==> src/pcg_pkg.sv <==
// package for the link clock generator: register map, field positions, divider ratios
// assumes a 32-bit AHB-Lite register bus clocked by hclk
//
// ----------------------------------------------------------------
// Overview of operation
// ----------------------------------------------------------------
// Overview of operation
// - enable bit activates block and makes the clock pin open-drain; clearing disables it
// - prescaler makes two phases: one feeds pin generator, other feeds interrupt generator
// - pin carries generated clock only while clock output enable is set
// - interrupt trigger falls on the phase opposite the pin toggles
// - while enabled, pin level sampled into read-only status flag; reset clears it
// - pending flag set on each trigger, cleared by writing one or by reset
// - prescaler select: 1 divides by 480, 0 by 160; reset clears
// - frequency select: 00 by 1, 01 by 2, 10 by 4, 11 unused; reset clears
// - output frequency is bus frequency over prescaler ratio times select ratio
// - interrupt mask bit gates periodic interrupt; reset clears it
// - clock output enable turns open-drain output on or off; reset clears it
// - module enable gates the block's clock source; reset leaves it disabled
package pcg_pkg;
	// ----------------------------------------------------------------
	// register map
	// ----------------------------------------------------------------
	localparam logic [11:0] CTRL_STATUS_OFFSET = 12'h000;
	localparam logic [11:0] IRQ_MASK_OFFSET    = 12'h004;
	localparam logic [7:0]  CTRL_RESET         = 8'h00;

	// control/status field positions
	localparam int BIT_MODULE_ENABLE = 0;
	localparam int BIT_CLOCK_OUT_EN  = 1;
	localparam int BIT_IRQ_MASK      = 2;
	localparam int BIT_FSEL_LO       = 3;
	localparam int BIT_FSEL_HI       = 4;
	localparam int BIT_PRESCALE_SEL  = 5;
	localparam int BIT_IRQ_PENDING   = 6;
	localparam int BIT_PIN_LEVEL     = 7;

	// ----------------------------------------------------------------
	// divider ratios
	// ----------------------------------------------------------------
	localparam logic [8:0] PRESCALE_LOW   = 9'h0A0; // 160
	localparam logic [8:0] PRESCALE_HIGH  = 9'h1E0; // 480
	localparam logic [1:0] FSEL_DIV1      = 2'h0;
	localparam logic [1:0] FSEL_DIV2      = 2'h1;
	localparam logic [1:0] FSEL_DIV4      = 2'h2;
	localparam int         SYNC_STAGES    = 3;
endpackage

==> src/pcg_prescaler.sv <==
// prescaler: two-phase clock enables from the bus clock
// assumes divide ratio is held steady while running
`timescale 1ns/1ps
module pcg_prescaler (
	// clock and reset
	input  wire logic       hclk,
	input  wire logic       hresetn,
	// control
	input  wire logic       run,
	input  wire logic       sel_high,
	// phase pulses, a quarter prescale period apart
	output logic            phase_a,
	output logic            phase_b
);
	typedef struct packed {
		logic [8:0] count;
		logic       phase_a;
		logic       phase_b;
	} pcg_pre_s;

	pcg_pre_s state;
	pcg_pre_s next_state;
	logic [8:0] ratio;

	// count wraps at half the ratio: the pin toggles on phase a, so at frequency select by one a full pin cycle spans the ratio
	// phase b sits at mid-count, between two phase a pulses
	always_comb begin
		ratio = sel_high ? pcg_pkg::PRESCALE_HIGH : pcg_pkg::PRESCALE_LOW;
		next_state = state;
		next_state.phase_a = 1'b0;
		next_state.phase_b = 1'b0;
		if (!run) begin
			next_state.count = 9'h000;
		end else if (state.count == (ratio >> 1) - 9'h001) begin
			next_state.count   = 9'h000;
			next_state.phase_a = 1'b1;
		end else begin
			next_state.count = state.count + 9'h001;
			if (state.count == (ratio >> 2) - 9'h001) begin
				next_state.phase_b = 1'b1;
			end
		end
	end

	always_ff @(posedge hclk or negedge hresetn) begin
		if (!hresetn) begin
			state <= '0;
		end else begin
			state <= next_state;
		end
	end

	assign phase_a = state.phase_a;
	assign phase_b = state.phase_b;
endmodule

==> src/pcg_pin_sync.sv <==
// three-flop synchroniser for the clock pin level
// assumes pin is asynchronous to hclk
`timescale 1ns/1ps
module pcg_pin_sync (
	// clock and reset
	input  wire logic hclk,
	input  wire logic hresetn,
	// pin in, stable level out
	input  wire logic pin_in,
	output logic      level
);
	typedef struct packed {
		logic [2:0] stages;
		logic       level;
	} pcg_sync_s;

	pcg_sync_s state;
	pcg_sync_s next_state;

	// level only changes once stages two and three agree
	always_comb begin
		next_state = state;
		next_state.stages = {state.stages[1:0], pin_in};
		if (state.stages[1] == state.stages[2]) begin
			next_state.level = state.stages[2];
		end
	end

	// idle line is pulled high, so reset to one
	always_ff @(posedge hclk or negedge hresetn) begin
		if (!hresetn) begin
			state <= {3'h7, 1'b1};
		end else begin
			state <= next_state;
		end
	end

	assign level = state.level;
endmodule

==> src/pcg_clock_gen.sv <==
// link clock generator top: ahb-lite registers, divider chain, open-drain pin, interrupt
// assumes one ahb-lite master, an external pullup on the clock line
//
// The placing of the registers and the AHB-Lite register port were decided locally.
`timescale 1ns/1ps
module pcg_clock_gen (
	// clock and reset
	input  wire logic        hclk,
	input  wire logic        hresetn,
	// ahb-lite slave
	input  wire logic        hsel,
	input  wire logic [11:0] haddr,
	input  wire logic [1:0]  htrans,
	input  wire logic        hwrite,
	input  wire logic [2:0]  hsize,
	input  wire logic [31:0] hwdata,
	input  wire logic        hready,
	output logic      [31:0] hrdata,
	output logic             hreadyout,
	output logic             hresp,
	// open-drain clock pin
	input  wire logic        link_clk_in,
	output logic             link_clk_out,
	output logic             link_clk_oe,
	// interrupt
	output logic             irq
);
	typedef struct packed {
		logic        wr_pend;
		logic [11:0] wr_addr;
		logic [31:0] rdata;
		logic        module_enable;
		logic        clock_output_enable;
		logic        periodic_irq_mask;
		logic [1:0]  frequency_select;
		logic        prescale_sel;
		logic        periodic_irq_pending;
		logic        pin_level_status;
		logic [1:0]  fdiv;
		logic        clk_level;
		logic        oe;
		logic        irq;
		logic [7:0]  status_mask;
	} pcg_top_s;

	pcg_top_s state;
	pcg_top_s next_state;

	logic       phase_a;
	logic       phase_b;
	logic       pin_level;
	logic       fsel_tick;
	logic       irq_tick;
	logic       w1c_pending;

	// ----------------------------------------------------------------
	// helpers
	// ----------------------------------------------------------------
	// frequency select code to fdiv wrap value (half periods per toggle minus one)
	function automatic logic [1:0] fsel_limit(input logic [1:0] code);
		case (code)
			pcg_pkg::FSEL_DIV1: fsel_limit = 2'h0;
			pcg_pkg::FSEL_DIV2: fsel_limit = 2'h1;
			pcg_pkg::FSEL_DIV4: fsel_limit = 2'h3;
			default:            fsel_limit = 2'h0; // unused code treated as by one
		endcase
	endfunction

	function automatic logic [7:0] ctrl_word(input pcg_top_s s);
		ctrl_word = '0;
		ctrl_word[pcg_pkg::BIT_MODULE_ENABLE] = s.module_enable;
		ctrl_word[pcg_pkg::BIT_CLOCK_OUT_EN]  = s.clock_output_enable;
		ctrl_word[pcg_pkg::BIT_IRQ_MASK]      = s.periodic_irq_mask;
		ctrl_word[pcg_pkg::BIT_FSEL_HI:pcg_pkg::BIT_FSEL_LO] = s.frequency_select;
		ctrl_word[pcg_pkg::BIT_PRESCALE_SEL]  = s.prescale_sel;
		ctrl_word[pcg_pkg::BIT_IRQ_PENDING]   = s.periodic_irq_pending;
		ctrl_word[pcg_pkg::BIT_PIN_LEVEL]     = s.pin_level_status;
	endfunction

	// ----------------------------------------------------------------
	// sub-blocks
	// ----------------------------------------------------------------
	// prescaler only runs while enabled, so the clock source is gated
	pcg_prescaler u_pre (
		.hclk     (hclk),
		.hresetn  (hresetn),
		.run      (state.module_enable),
		.sel_high (state.prescale_sel),
		.phase_a  (phase_a),
		.phase_b  (phase_b)
	);

	pcg_pin_sync u_sync (
		.hclk    (hclk),
		.hresetn (hresetn),
		.pin_in  (link_clk_in),
		.level   (pin_level)
	);

	// ----------------------------------------------------------------
	// next state
	// ----------------------------------------------------------------
	always_comb begin
		next_state = state;
		// phase a comes every half prescale; the pin toggles after the further divider
		// so one pin period is prescale x fsel bus cycles
		fsel_tick   = phase_a && (state.fdiv == fsel_limit(state.frequency_select));
		// interrupt on phase b of the last divided step, between two pin edges
		irq_tick    = phase_b && (state.fdiv == fsel_limit(state.frequency_select));
		w1c_pending = 1'b0;

		// data phase write; divider settings should only change while disabled
		if (state.wr_pend) begin
			case (state.wr_addr)
				pcg_pkg::CTRL_STATUS_OFFSET: begin
					next_state.module_enable       = hwdata[pcg_pkg::BIT_MODULE_ENABLE];
					next_state.clock_output_enable = hwdata[pcg_pkg::BIT_CLOCK_OUT_EN];
					next_state.periodic_irq_mask   = hwdata[pcg_pkg::BIT_IRQ_MASK];
					next_state.frequency_select    = hwdata[pcg_pkg::BIT_FSEL_HI:pcg_pkg::BIT_FSEL_LO];
					next_state.prescale_sel        = hwdata[pcg_pkg::BIT_PRESCALE_SEL];
					w1c_pending                    = hwdata[pcg_pkg::BIT_IRQ_PENDING];
				end
				pcg_pkg::IRQ_MASK_OFFSET: begin
					next_state.status_mask = hwdata[7:0];
				end
				default: begin
					// unmapped writes are dropped
				end
			endcase
		end

		// divider chain, restarted while disabled to avoid a stale phase
		if (!state.module_enable) begin
			next_state.fdiv      = 2'h0;
			next_state.clk_level = 1'b1;
		end else if (phase_a) begin
			if (fsel_tick) begin
				next_state.fdiv      = 2'h0;
				next_state.clk_level = !state.clk_level;
			end else begin
				next_state.fdiv = state.fdiv + 2'h1;
			end
		end

		// open drain: only ever pull low, release when high or output off
		next_state.oe = state.module_enable && state.clock_output_enable && !next_state.clk_level;

		// pending: set wins over a clear in the same cycle
		if (w1c_pending) begin
			next_state.periodic_irq_pending = 1'b0;
		end
		if (irq_tick && state.module_enable) begin
			next_state.periodic_irq_pending = 1'b1;
		end

		// pin status tracked only while enabled; holds last value otherwise
		if (state.module_enable) begin
			next_state.pin_level_status = pin_level;
		end

		// address phase: read data from the updated image, so a read right after a write sees it
		next_state.wr_pend = 1'b0;
		if (hsel && hready && htrans[1]) begin
			next_state.wr_pend = hwrite;
			next_state.wr_addr = haddr;
			case (haddr)
				pcg_pkg::CTRL_STATUS_OFFSET: next_state.rdata = {24'h000000, ctrl_word(next_state)};
				pcg_pkg::IRQ_MASK_OFFSET:    next_state.rdata = {24'h000000, next_state.status_mask};
				default:                     next_state.rdata = 32'h00000000;
			endcase
		end

		// interrupt level; mask register gates the same status bit again
		next_state.irq = next_state.periodic_irq_pending && next_state.periodic_irq_mask
			&& next_state.status_mask[pcg_pkg::BIT_IRQ_PENDING];
	end

	// ----------------------------------------------------------------
	// registers
	// ----------------------------------------------------------------
	always_ff @(posedge hclk or negedge hresetn) begin
		if (!hresetn) begin
			state              <= '0;
			state.clk_level    <= 1'b1;
			state.status_mask  <= 8'hFF;
		end else begin
			state <= next_state;
		end
	end

	// zero wait states, always okay
	assign hrdata       = state.rdata;
	assign hreadyout    = 1'b1;
	assign hresp        = 1'b0;
	assign link_clk_out = 1'b0;
	assign link_clk_oe  = state.oe;
	assign irq          = state.irq;
endmodule

==> config.mk <==
export PLATFORM = sky130hd
export DESIGN_NAME = pcg_clock_gen
export DESIGN_NICKNAME = d
export VERILOG_FILES = /design/src/pcg_pkg.sv /design/src/pcg_prescaler.sv /design/src/pcg_pin_sync.sv /design/src/pcg_clock_gen.sv
export SDC_FILE = /design/constraint.sdc
export NUM_CORES = 1
export LEC_CHECK = 0
export BUFFER_PORTS_ARGS = -buffer_cell sky130_fd_sc_hd__buf_2
export CAP_MARGIN = 20
export CORE_MARGIN = 4
export CORE_UTILIZATION = 30
export DETAILED_ROUTE_END_ITERATION = 16
export GPL_ROUTABILITY_DRIVEN = 0
export PLACE_DENSITY_LB_ADDON = 0.08
export SYNTH_ARGS = -nofsm -noshare
export SYNTH_HDL_FRONTEND = slang
export SYNTH_SLANG_ARGS = --single-unit
==> constraint.sdc <==
create_clock -name hclk -period 3.8 [get_ports hclk]
set_input_delay 1.14 -clock hclk [delete_from_list [all_inputs] [get_ports hclk]]
set_output_delay 1.14 -clock hclk [all_outputs]
set_load 0.01 [all_outputs]
==> results of run 1 <==
==> worst max-delay path: cells and delay by family (launching register included) <==
family	cells	cell delay (ns)
DFF	1	0.37
and+or+nand+nor	2	1.34
AOI/OAI and AO/OA	1	0.20
muxes	1	0.35
==> registers in the layout (all words and copies together) (netlist names), 2 cells and up <==
name               flops
u_pre.state            9
state                 32
u_sync.next_state      2
hrdata                 8
==> how the worst min path moves through the flow <==
stage / start / slack, ns / to
2_1_floorplan: u_sync.next_state[2] / 0.35 / u_sync.next_state[3]
3_3_place_gp: u_sync.next_state[2] / 0.35 / u_sync.next_state[3]
3_5_place_dp: u_sync.next_state[2] / 0.35 / u_sync.next_state[3]
4_1_cts: u_sync.next_state[2] / 0.37 / u_sync.next_state[3]
5_1_grt: u_sync.next_state[2] / 0.37 / u_sync.next_state[3]
6_report: u_sync.next_state[2] / 0.37 / u_sync.next_state[3]
==> area by class of cell <==
| type | instances | share of cell area [%] |
|---|---|---|
| sequential | 57 | 46.44 |
| multi-input combinational | 192 | 35.52 |
| timing repair buffer | 40 | 6.766 |
| clock buffer | 13 | 4.793 |
| tap | 108 | 4.350 |
| clock inverter | 3 | 1.289 |
| inverter | 7 | 0.8458 |
==> cell usage in the layout (no fill, tap or decap), types with 2 or more instances in the layout <==
cell and instances:
sky130_fd_sc_hd__clkbuf_1 3, sky130_fd_sc_hd__conb_1 27, sky130_fd_sc_hd__buf_2 36, sky130_fd_sc_hd__buf_4 4, sky130_fd_sc_hd__dfstp_2 13, sky130_fd_sc_hd__clkbuf_8 10, sky130_fd_sc_hd__or4_1 3, sky130_fd_sc_hd__nor3_1 4
sky130_fd_sc_hd__xor2_1 4, sky130_fd_sc_hd__o31ai_1 2, sky130_fd_sc_hd__xnor2_1 7, sky130_fd_sc_hd__a32oi_1 12, sky130_fd_sc_hd__nor2_1 12, sky130_fd_sc_hd__nand3_1 6, sky130_fd_sc_hd__a21o_1 2, sky130_fd_sc_hd__o21ai_0 8
sky130_fd_sc_hd__dfrtp_1 44, sky130_fd_sc_hd__ha_1 2, sky130_fd_sc_hd__inv_1 7, sky130_fd_sc_hd__o21a_1 2, sky130_fd_sc_hd__nand2_1 58, sky130_fd_sc_hd__mux2_2 7, sky130_fd_sc_hd__nor4_1 5, sky130_fd_sc_hd__and3_1 4
sky130_fd_sc_hd__and2_1 3, sky130_fd_sc_hd__nor3b_1 2, sky130_fd_sc_hd__a211oi_1 2, sky130_fd_sc_hd__clkinv_2 2
==> per-stage QoR <==
step | power, uW | hold slack, ns | area [sq um] | instances
2_1_floorplan | 954.3 | 0.3452 | 2887 | 302
5_1_grt | 1662 | 0.3742 | 3107 | 420
6_report | 1557 | 0.3687 | 3107 | 420
3_5_place_dp | 1016 | 0.3535 | 2918 | 404
3_3_place_gp | 1016 | 0.3486 | 2918 | 404
4_1_cts | 1583 | 0.3665 | 3107 | 420
==> routing by layer <==
| layer | share of wire [%] | vias up |
|---|---|---|
| met1 | 48 | 943 |
| met5 | 0 | - |
| met4 | 2.0 | 0 |
| met2 | 45 | 49 |
| li1 | - | 960 |
| met3 | 4.3 | 12 |
==> power groups by stage <==
stage | combinational, uW | sequential (uW) | clock [uW]
after floorplan | 191 | 763 | 0
after global placement | 232 | 784 | 0
after detailed placement | 235 | 781 | 0
after CTS | 235 | 772 | 577
after global routing | 270 | 786 | 606
final | 230 | 772 | 555
==> cells by family (layout without fill, tap and decap cells) <==
family | count (synthesis) | in the layout
AO/OA/AOI/OAI | 37 | 37
adder cells (fa/ha/maj) | 3 | 3
other | 2 | 27
flip-flops | 57 | 57
multiplexers | 8 | 8
AND/OR/NAND/NOR | 106 | 106
XOR/XNOR | 11 | 11
buffers and inverters | 53 | 63
==> implementation parameters, run 1 <==
Parameter                              Value

Power
  Psw    437.3 uW
  Switching portion of total power    28.08%
  Sequential fraction of design power    49.6%
  Maximum vdd ir drop    0.1739 mV
  Internal power component    1120 uW
  Pwr/cell area    501.2 nW/um^2
  Total leakage power    0.001472 uW
  Power share of the clock group    35.6%
  Combinational share of power    14.8%

Global route
  Via count of the first global-routing pass    1,955
  M1 GR Usage    16.11%
  GR Overflow Total    0
  Global Route Usage Sum    11.93%
  Most Crowded Layer GR    met2
  Met2 Use GR    17.57%
  Antenna violations before repair    0
  Global routing met3 resource utilization    2.731%
  Maximum number of pins on one net before global-route repair    31
  Global-route wire length before repair    10,160 um

Worst setup path
  Critical setup path kind    flop to flop
  R2R cell count    4
  Origin of the critical flop-to-flop path    state[54]
  Maximum fanout count along the critical path    15
  Data arrival time of the critical path    2.58 ns
  Critical Path Sink    hrdata[7]
  Capture point of the worst reg-to-reg path    hrdata[7]
  Cell with the largest stage delay on the worst path    sky130_fd_sc_hd__or4_4
  Endpoint class of the critical path    flop
  Critical Path Start    state[54]
  Data required time at the worst endpoint    4.02 ns
  Setup slack of the most critical reg-to-reg path    1.44 ns
  Slowest Stage Delay on Critical Path    0.70 ns
  Crit-path cells    or4_1 -> or4_4 -> mux2_4 -> a31o_1
  CP Launch Type    flop

Drt
  Number of violations reported at the end of detailed-routing iteration 0    61
  Routed Wire Length    6233 um
  Post-detailed-route DRC marker count    0
  Routed length per instance    14.84 um
  Number of nets still failing antenna checks after routing    0
  Number of iterations in the first detailed-routing pass    4
  Vias per Instance    4.676
  Vias    1,964

Cells and area
  Area added between synthesis and finish    11.25%
  Post-layout utilization of the core    34.94%
  ANT cells    0
  Final-layout fill cell count    910
  Multi-input combinational cell area    1104 sq um
  Share of post-route cells with drive strength above 1    24.04%
  Net count reported at finish    364
  FF/Latch Area    1443 sq um

Timing
  Total Negative Setup Slacks    0 ns
  Final number of hold-violating endpoints    0
  Final Setup Violations    0
  Max-slew headroom    58.64%
  Final Cycle Share    62.16%
  Time the worst path needs with I/O delays and setup    2.362 ns
  Transition time of the tightest slew-check pin    0.6204 ns
  Final critical-path setup slack    1.438 ns
  Max Freq    0.4233 GHz
  Final worst clock skew    0.01244 ns
  Total count of max-transition violations in the final report    0
  RSZ-0062 raised after global routing    no

Clocking
  Clock latency reported for the late side of the worst-skew pair    0.33 ns
  Sinks on Clock Net    57
  Maximum level of the CTS H-tree    3
  Clock transition at path regs    0.07 ns
  Total setup buffers inserted after CTS    0
  Root buffer cell    sky130_fd_sc_hd__clkbuf_8
  Number of buffers inserted during clock tree synthesis    9
  CTS Buffer Depth    2
  CTS-repair resized insts    0
  CTS tree    built
  Count of hold-fix buffers inserted at cts    0

Worst hold path
  Class of the worst hold path    flop to flop
  Min-Delay Path Depth    0

Synthesis
  Top area cells in the synthesized netlist    sky130_fd_sc_hd__dfrtp_1 (39%), sky130_fd_sc_hd__dfstp_2 (12%), sky130_fd_sc_hd__buf_4 (9.4%), sky130_fd_sc_hd__nand2_1 (7.8%), sky130_fd_sc_hd__a32oi_1 (3.8%)
  Number of different library cells in the post-synthesis netlist    47
  Fraction of registers with async set/reset    100.0%
  Top-area cell type share of the netlist area    39.43%
  Post-synthesis cell area    2793 sq um
  Combinational family with the most area after synthesis    simple AND/OR/NAND/NOR gates
  Number of warnings issued by yosys    0
  Fraction of the mapped netlist area in adder cells    1.254%
  Most frequent cell after synthesis    sky130_fd_sc_hd__nand2_1
  Area share of and/or/nand/nor cells after synthesis    17.79%
  EDFF count, synth    0
  Post-synthesis register bit count    57
  Mean post-synth cell area    10.08 sq um
  Leading post-synthesis cells by instance count    sky130_fd_sc_hd__nand2_1 (58), sky130_fd_sc_hd__dfrtp_1 (44), sky130_fd_sc_hd__buf_4 (35)
  Cell taking the most area after synthesis    sky130_fd_sc_hd__dfrtp_1
  Compound-Gate Fraction of Synth Area    10.04%
  Syn Inst Count    277
  Portion of netlist area occupied by mux cells    3.360%
  XOR/XNOR Fraction of Synth Area    3.450%
  Sequential element share of the synthesized area    51.66%
  Most common flop cell mapped by yosys    sky130_fd_sc_hd__dfrtp_1

Outcome
  Outcome    completed

Job
  Total of max-cap violations    0

Place
  Number of input and output port buffers inserted    36
  Sum of net half-perimeters after detailed placement    4450 um
  Pre-CTS setup slack    1.150 ns

Floorplan
  Top-level port count    92
  Starting density of the core    31.41%
  Die height    104.5 um
  Area of the placeable core    8891 sq um
  Overall die area    10,920 sq um
  Core Rows    34
  Floorplan die width    104.5 um
Power figures use the tool's default switching activity.
==> run 2: changes to the inputs <==
==> constraint.sdc (replaced) <==
create_clock -name hclk -period 2.1 [get_ports hclk]
set_input_delay 0.63 -clock hclk [delete_from_list [all_inputs] [get_ports hclk]]
set_output_delay 0.63 -clock hclk [all_outputs]
set_load 0.01 [all_outputs]
==> implementation parameters, run 2 (synthesis gave the netlist of run 1 again) <==
Parameter                              Value

Outcome
  Outcome    finished with violations
  Failing checks    setup timing

Worst setup path
  Crit path max-delay family    simple AND/OR/NAND/NOR gates
  Setup slack of the most critical reg-to-reg path    -0.05 ns (-1.49 ns)
  Endpoint class of the critical path    flop
  Sum of buffers and inverters on the critical path    0 (unchanged)
  Capture point of the worst reg-to-reg path    hrdata[7]
  Maximum fanout count along the critical path    5 (-10)
  Slowest Stage Delay on Critical Path    0.60 ns (-0.10 ns)
  CP Launch Type    flop
  Data required time at the worst endpoint    2.32 ns (-1.70 ns)
  Cell with the largest stage delay on the worst path    sky130_fd_sc_hd__or4_4
  Critical Path Start    state[53]
  Most common cell on crit path    sky130_fd_sc_hd__or4_4
  Data arrival time of the critical path    2.37 ns (-0.21 ns)
  Origin of the critical flop-to-flop path    state[53]
  Critical Path Sink    hrdata[7]
  Crit-path cells    or4_4 -> or4_4 -> mux2_4 -> a31o_1
  Logic depth of the worst path, buffers included    4 (unchanged)
  Critical setup path kind    flop to flop
  R2R cell count    4 (unchanged)

Clocking
  CTS tree    built
  Sinks on Clock Net    57 (unchanged)
  Count of hold-fix buffers inserted at cts    0 (unchanged)
  Clock transition at path regs    0.06 ns (about the same)
  Number of buffers inserted during clock tree synthesis    9 (unchanged)
  Clock latency reported for the late side of the worst-skew pair    0.33 ns (about the same)
  Root buffer cell    sky130_fd_sc_hd__clkbuf_8
  CTS Buffer Depth    2 (unchanged)
  Maximum level of the CTS H-tree    3 (unchanged)

Worst hold path
  Class of the worst hold path    input port to asynchronous set/reset pin

Floorplan
  Overall die area    10,920 sq um (unchanged)
  Starting density of the core    31.41% (unchanged)
  Die height    104.5 um (unchanged)
  Area of the placeable core    8891 sq um (unchanged)
  Floorplan die width    104.5 um (unchanged)
  Core Rows    34 (unchanged)
  Top-level port count    92 (unchanged)

Cells and area
  Share of post-route cells with drive strength above 1    30.91% (+6.9 points)
  Most common cell after layout, fill and taps aside    sky130_fd_sc_hd__nand2_1
  Area added between synthesis and finish    19.31%
  Post-layout utilization of the core    37.48% (+2.5 points)
  Multi-input combinational cell area    1155 sq um (+4.6%)
  FF/Latch Area    1443 sq um (unchanged)
  Net count reported at finish    382 (+4.9%)
  ANT cells    0 (unchanged)
  Commonest cells after routing, fill and taps aside    sky130_fd_sc_hd__nand2_1 (58), sky130_fd_sc_hd__dfrtp_1 (44), sky130_fd_sc_hd__buf_2 (36)
  Most flops, register    state
  Final-layout fill cell count    919 (+0.99%)
  Largest register FFs    32 (unchanged)

Timing
  Final Setup Violations    5 (+5)
  Total Negative Setup Slacks    -0.1753 ns (-0.1753 ns)
  RSZ-0062 raised after global routing    yes
  Final worst clock skew    0.01097 ns (-0.001479 ns)
  Total count of max-transition violations in the final report    0 (unchanged)
  Final critical-path setup slack    -0.05386 ns (-1.492 ns)
  Final number of hold-violating endpoints    0 (unchanged)
  Max Freq    0.4643 GHz (+9.7%)
  Worst slack on hold paths    0.3041 ns (-0.06455 ns)
  Time the worst path needs with I/O delays and setup    2.154 ns (-0.2083 ns)
  Final Cycle Share    102.6% (+40 points)

Power
  Pwr Total    2913 uW (+87%)
  Maximum vdd ir drop    0.3520 mV (+100%)
  Pwr/cell area    874.1 nW/um^2 (+74%)
  Total leakage power    0.001586 uW (+7.7%)

Drt
  Vias per Instance    4.527 (-3.2%)
  Number of iterations in the first detailed-routing pass    4 (unchanged)
  Number of nets still failing antenna checks after routing    0 (unchanged)
  Number of violations reported at the end of detailed-routing iteration 0    75 (+23%)
  Post-detailed-route DRC marker count    0 (unchanged)
  Routed length per instance    14.29 um (-3.7%)
  Routed Wire Length    6257 um (+0.39%)
  Vias    1,983 (+0.97%)

Global route
  Global-route wire length before repair    10,170 um (about the same)
  Antenna violations before repair    0 (unchanged)
  Maximum number of pins on one net before global-route repair    58 (+87%)
  Via count of the first global-routing pass    2,008 (+2.7%)
  GR Overflow Total    0 (unchanged)
  Global Route Usage Sum    12.04% (+0.11 points)

Place
  Sum of net half-perimeters after detailed placement    4530 um (+1.8%)
  Number of input and output port buffers inserted    36 (unchanged)

Job
  Total of max-cap violations    0 (unchanged)
-- run 2: worst min path at each step --
stage | cells after the start | endpoint | slack, ns
global route | 2 | hrdata[0] | 0.30
finish | 2 | link_clk_oe | 0.30
global placement | 0 | u_sync.next_state[3] | 0.35
detailed placement | 0 | u_sync.next_state[3] | 0.35
CTS | 2 | u_pre.state[10] | 0.30
floorplan | 0 | hrdata[0] | 0.33
-- run 2: area by class of cell --
cell class	count	area share, %
multi-input combinational	192	34.66
clock buffer	13	4.769
inverter	7	0.7886
tap	108	4.056
clock inverter	3	1.202
timing repair buffer	58	11.23
sequential	57	43.30
-- run 2: metal layers --
metal / up-vias / wire length (um) / global-route usage, %
met4: 0 / 82 / 4.748
met3: 5 / 313 / 4.345
met2: 55 / 2893 / 18.04
li1: 988 / - / -
met5: - / 0 / 0
met1: 935 / 2968 / 15.77
-- run 2: where the power goes --
part | switching [uW] | internal, uW | leakage (uW)
Combinational | 260 | 219 | 0.000799
Sequential | 125 | 1270 | 0.000683
Clock | 430 | 610 | 0.000103
-- run 2: repair_timing --
action / CTS / global route
setup endpoints to repair: 11 / 9
pin swaps: 3 / 0
buffers inserted: 1 / 0
resized for setup: 6 / 5
endpoints found under the hold margin: 0 / 0
-- run 2: stage by stage --
step	setup WS, ns	cell area [sq um]	instances
2_1_floorplan	-0.1406	2887	302
3_3_place_gp	-0.1609	3070	421
3_5_place_dp	-0.1515	3070	421
4_1_cts	-0.05879	3303	438
6_report	-0.05386	3332	438
5_1_grt	-0.08701	3332	438
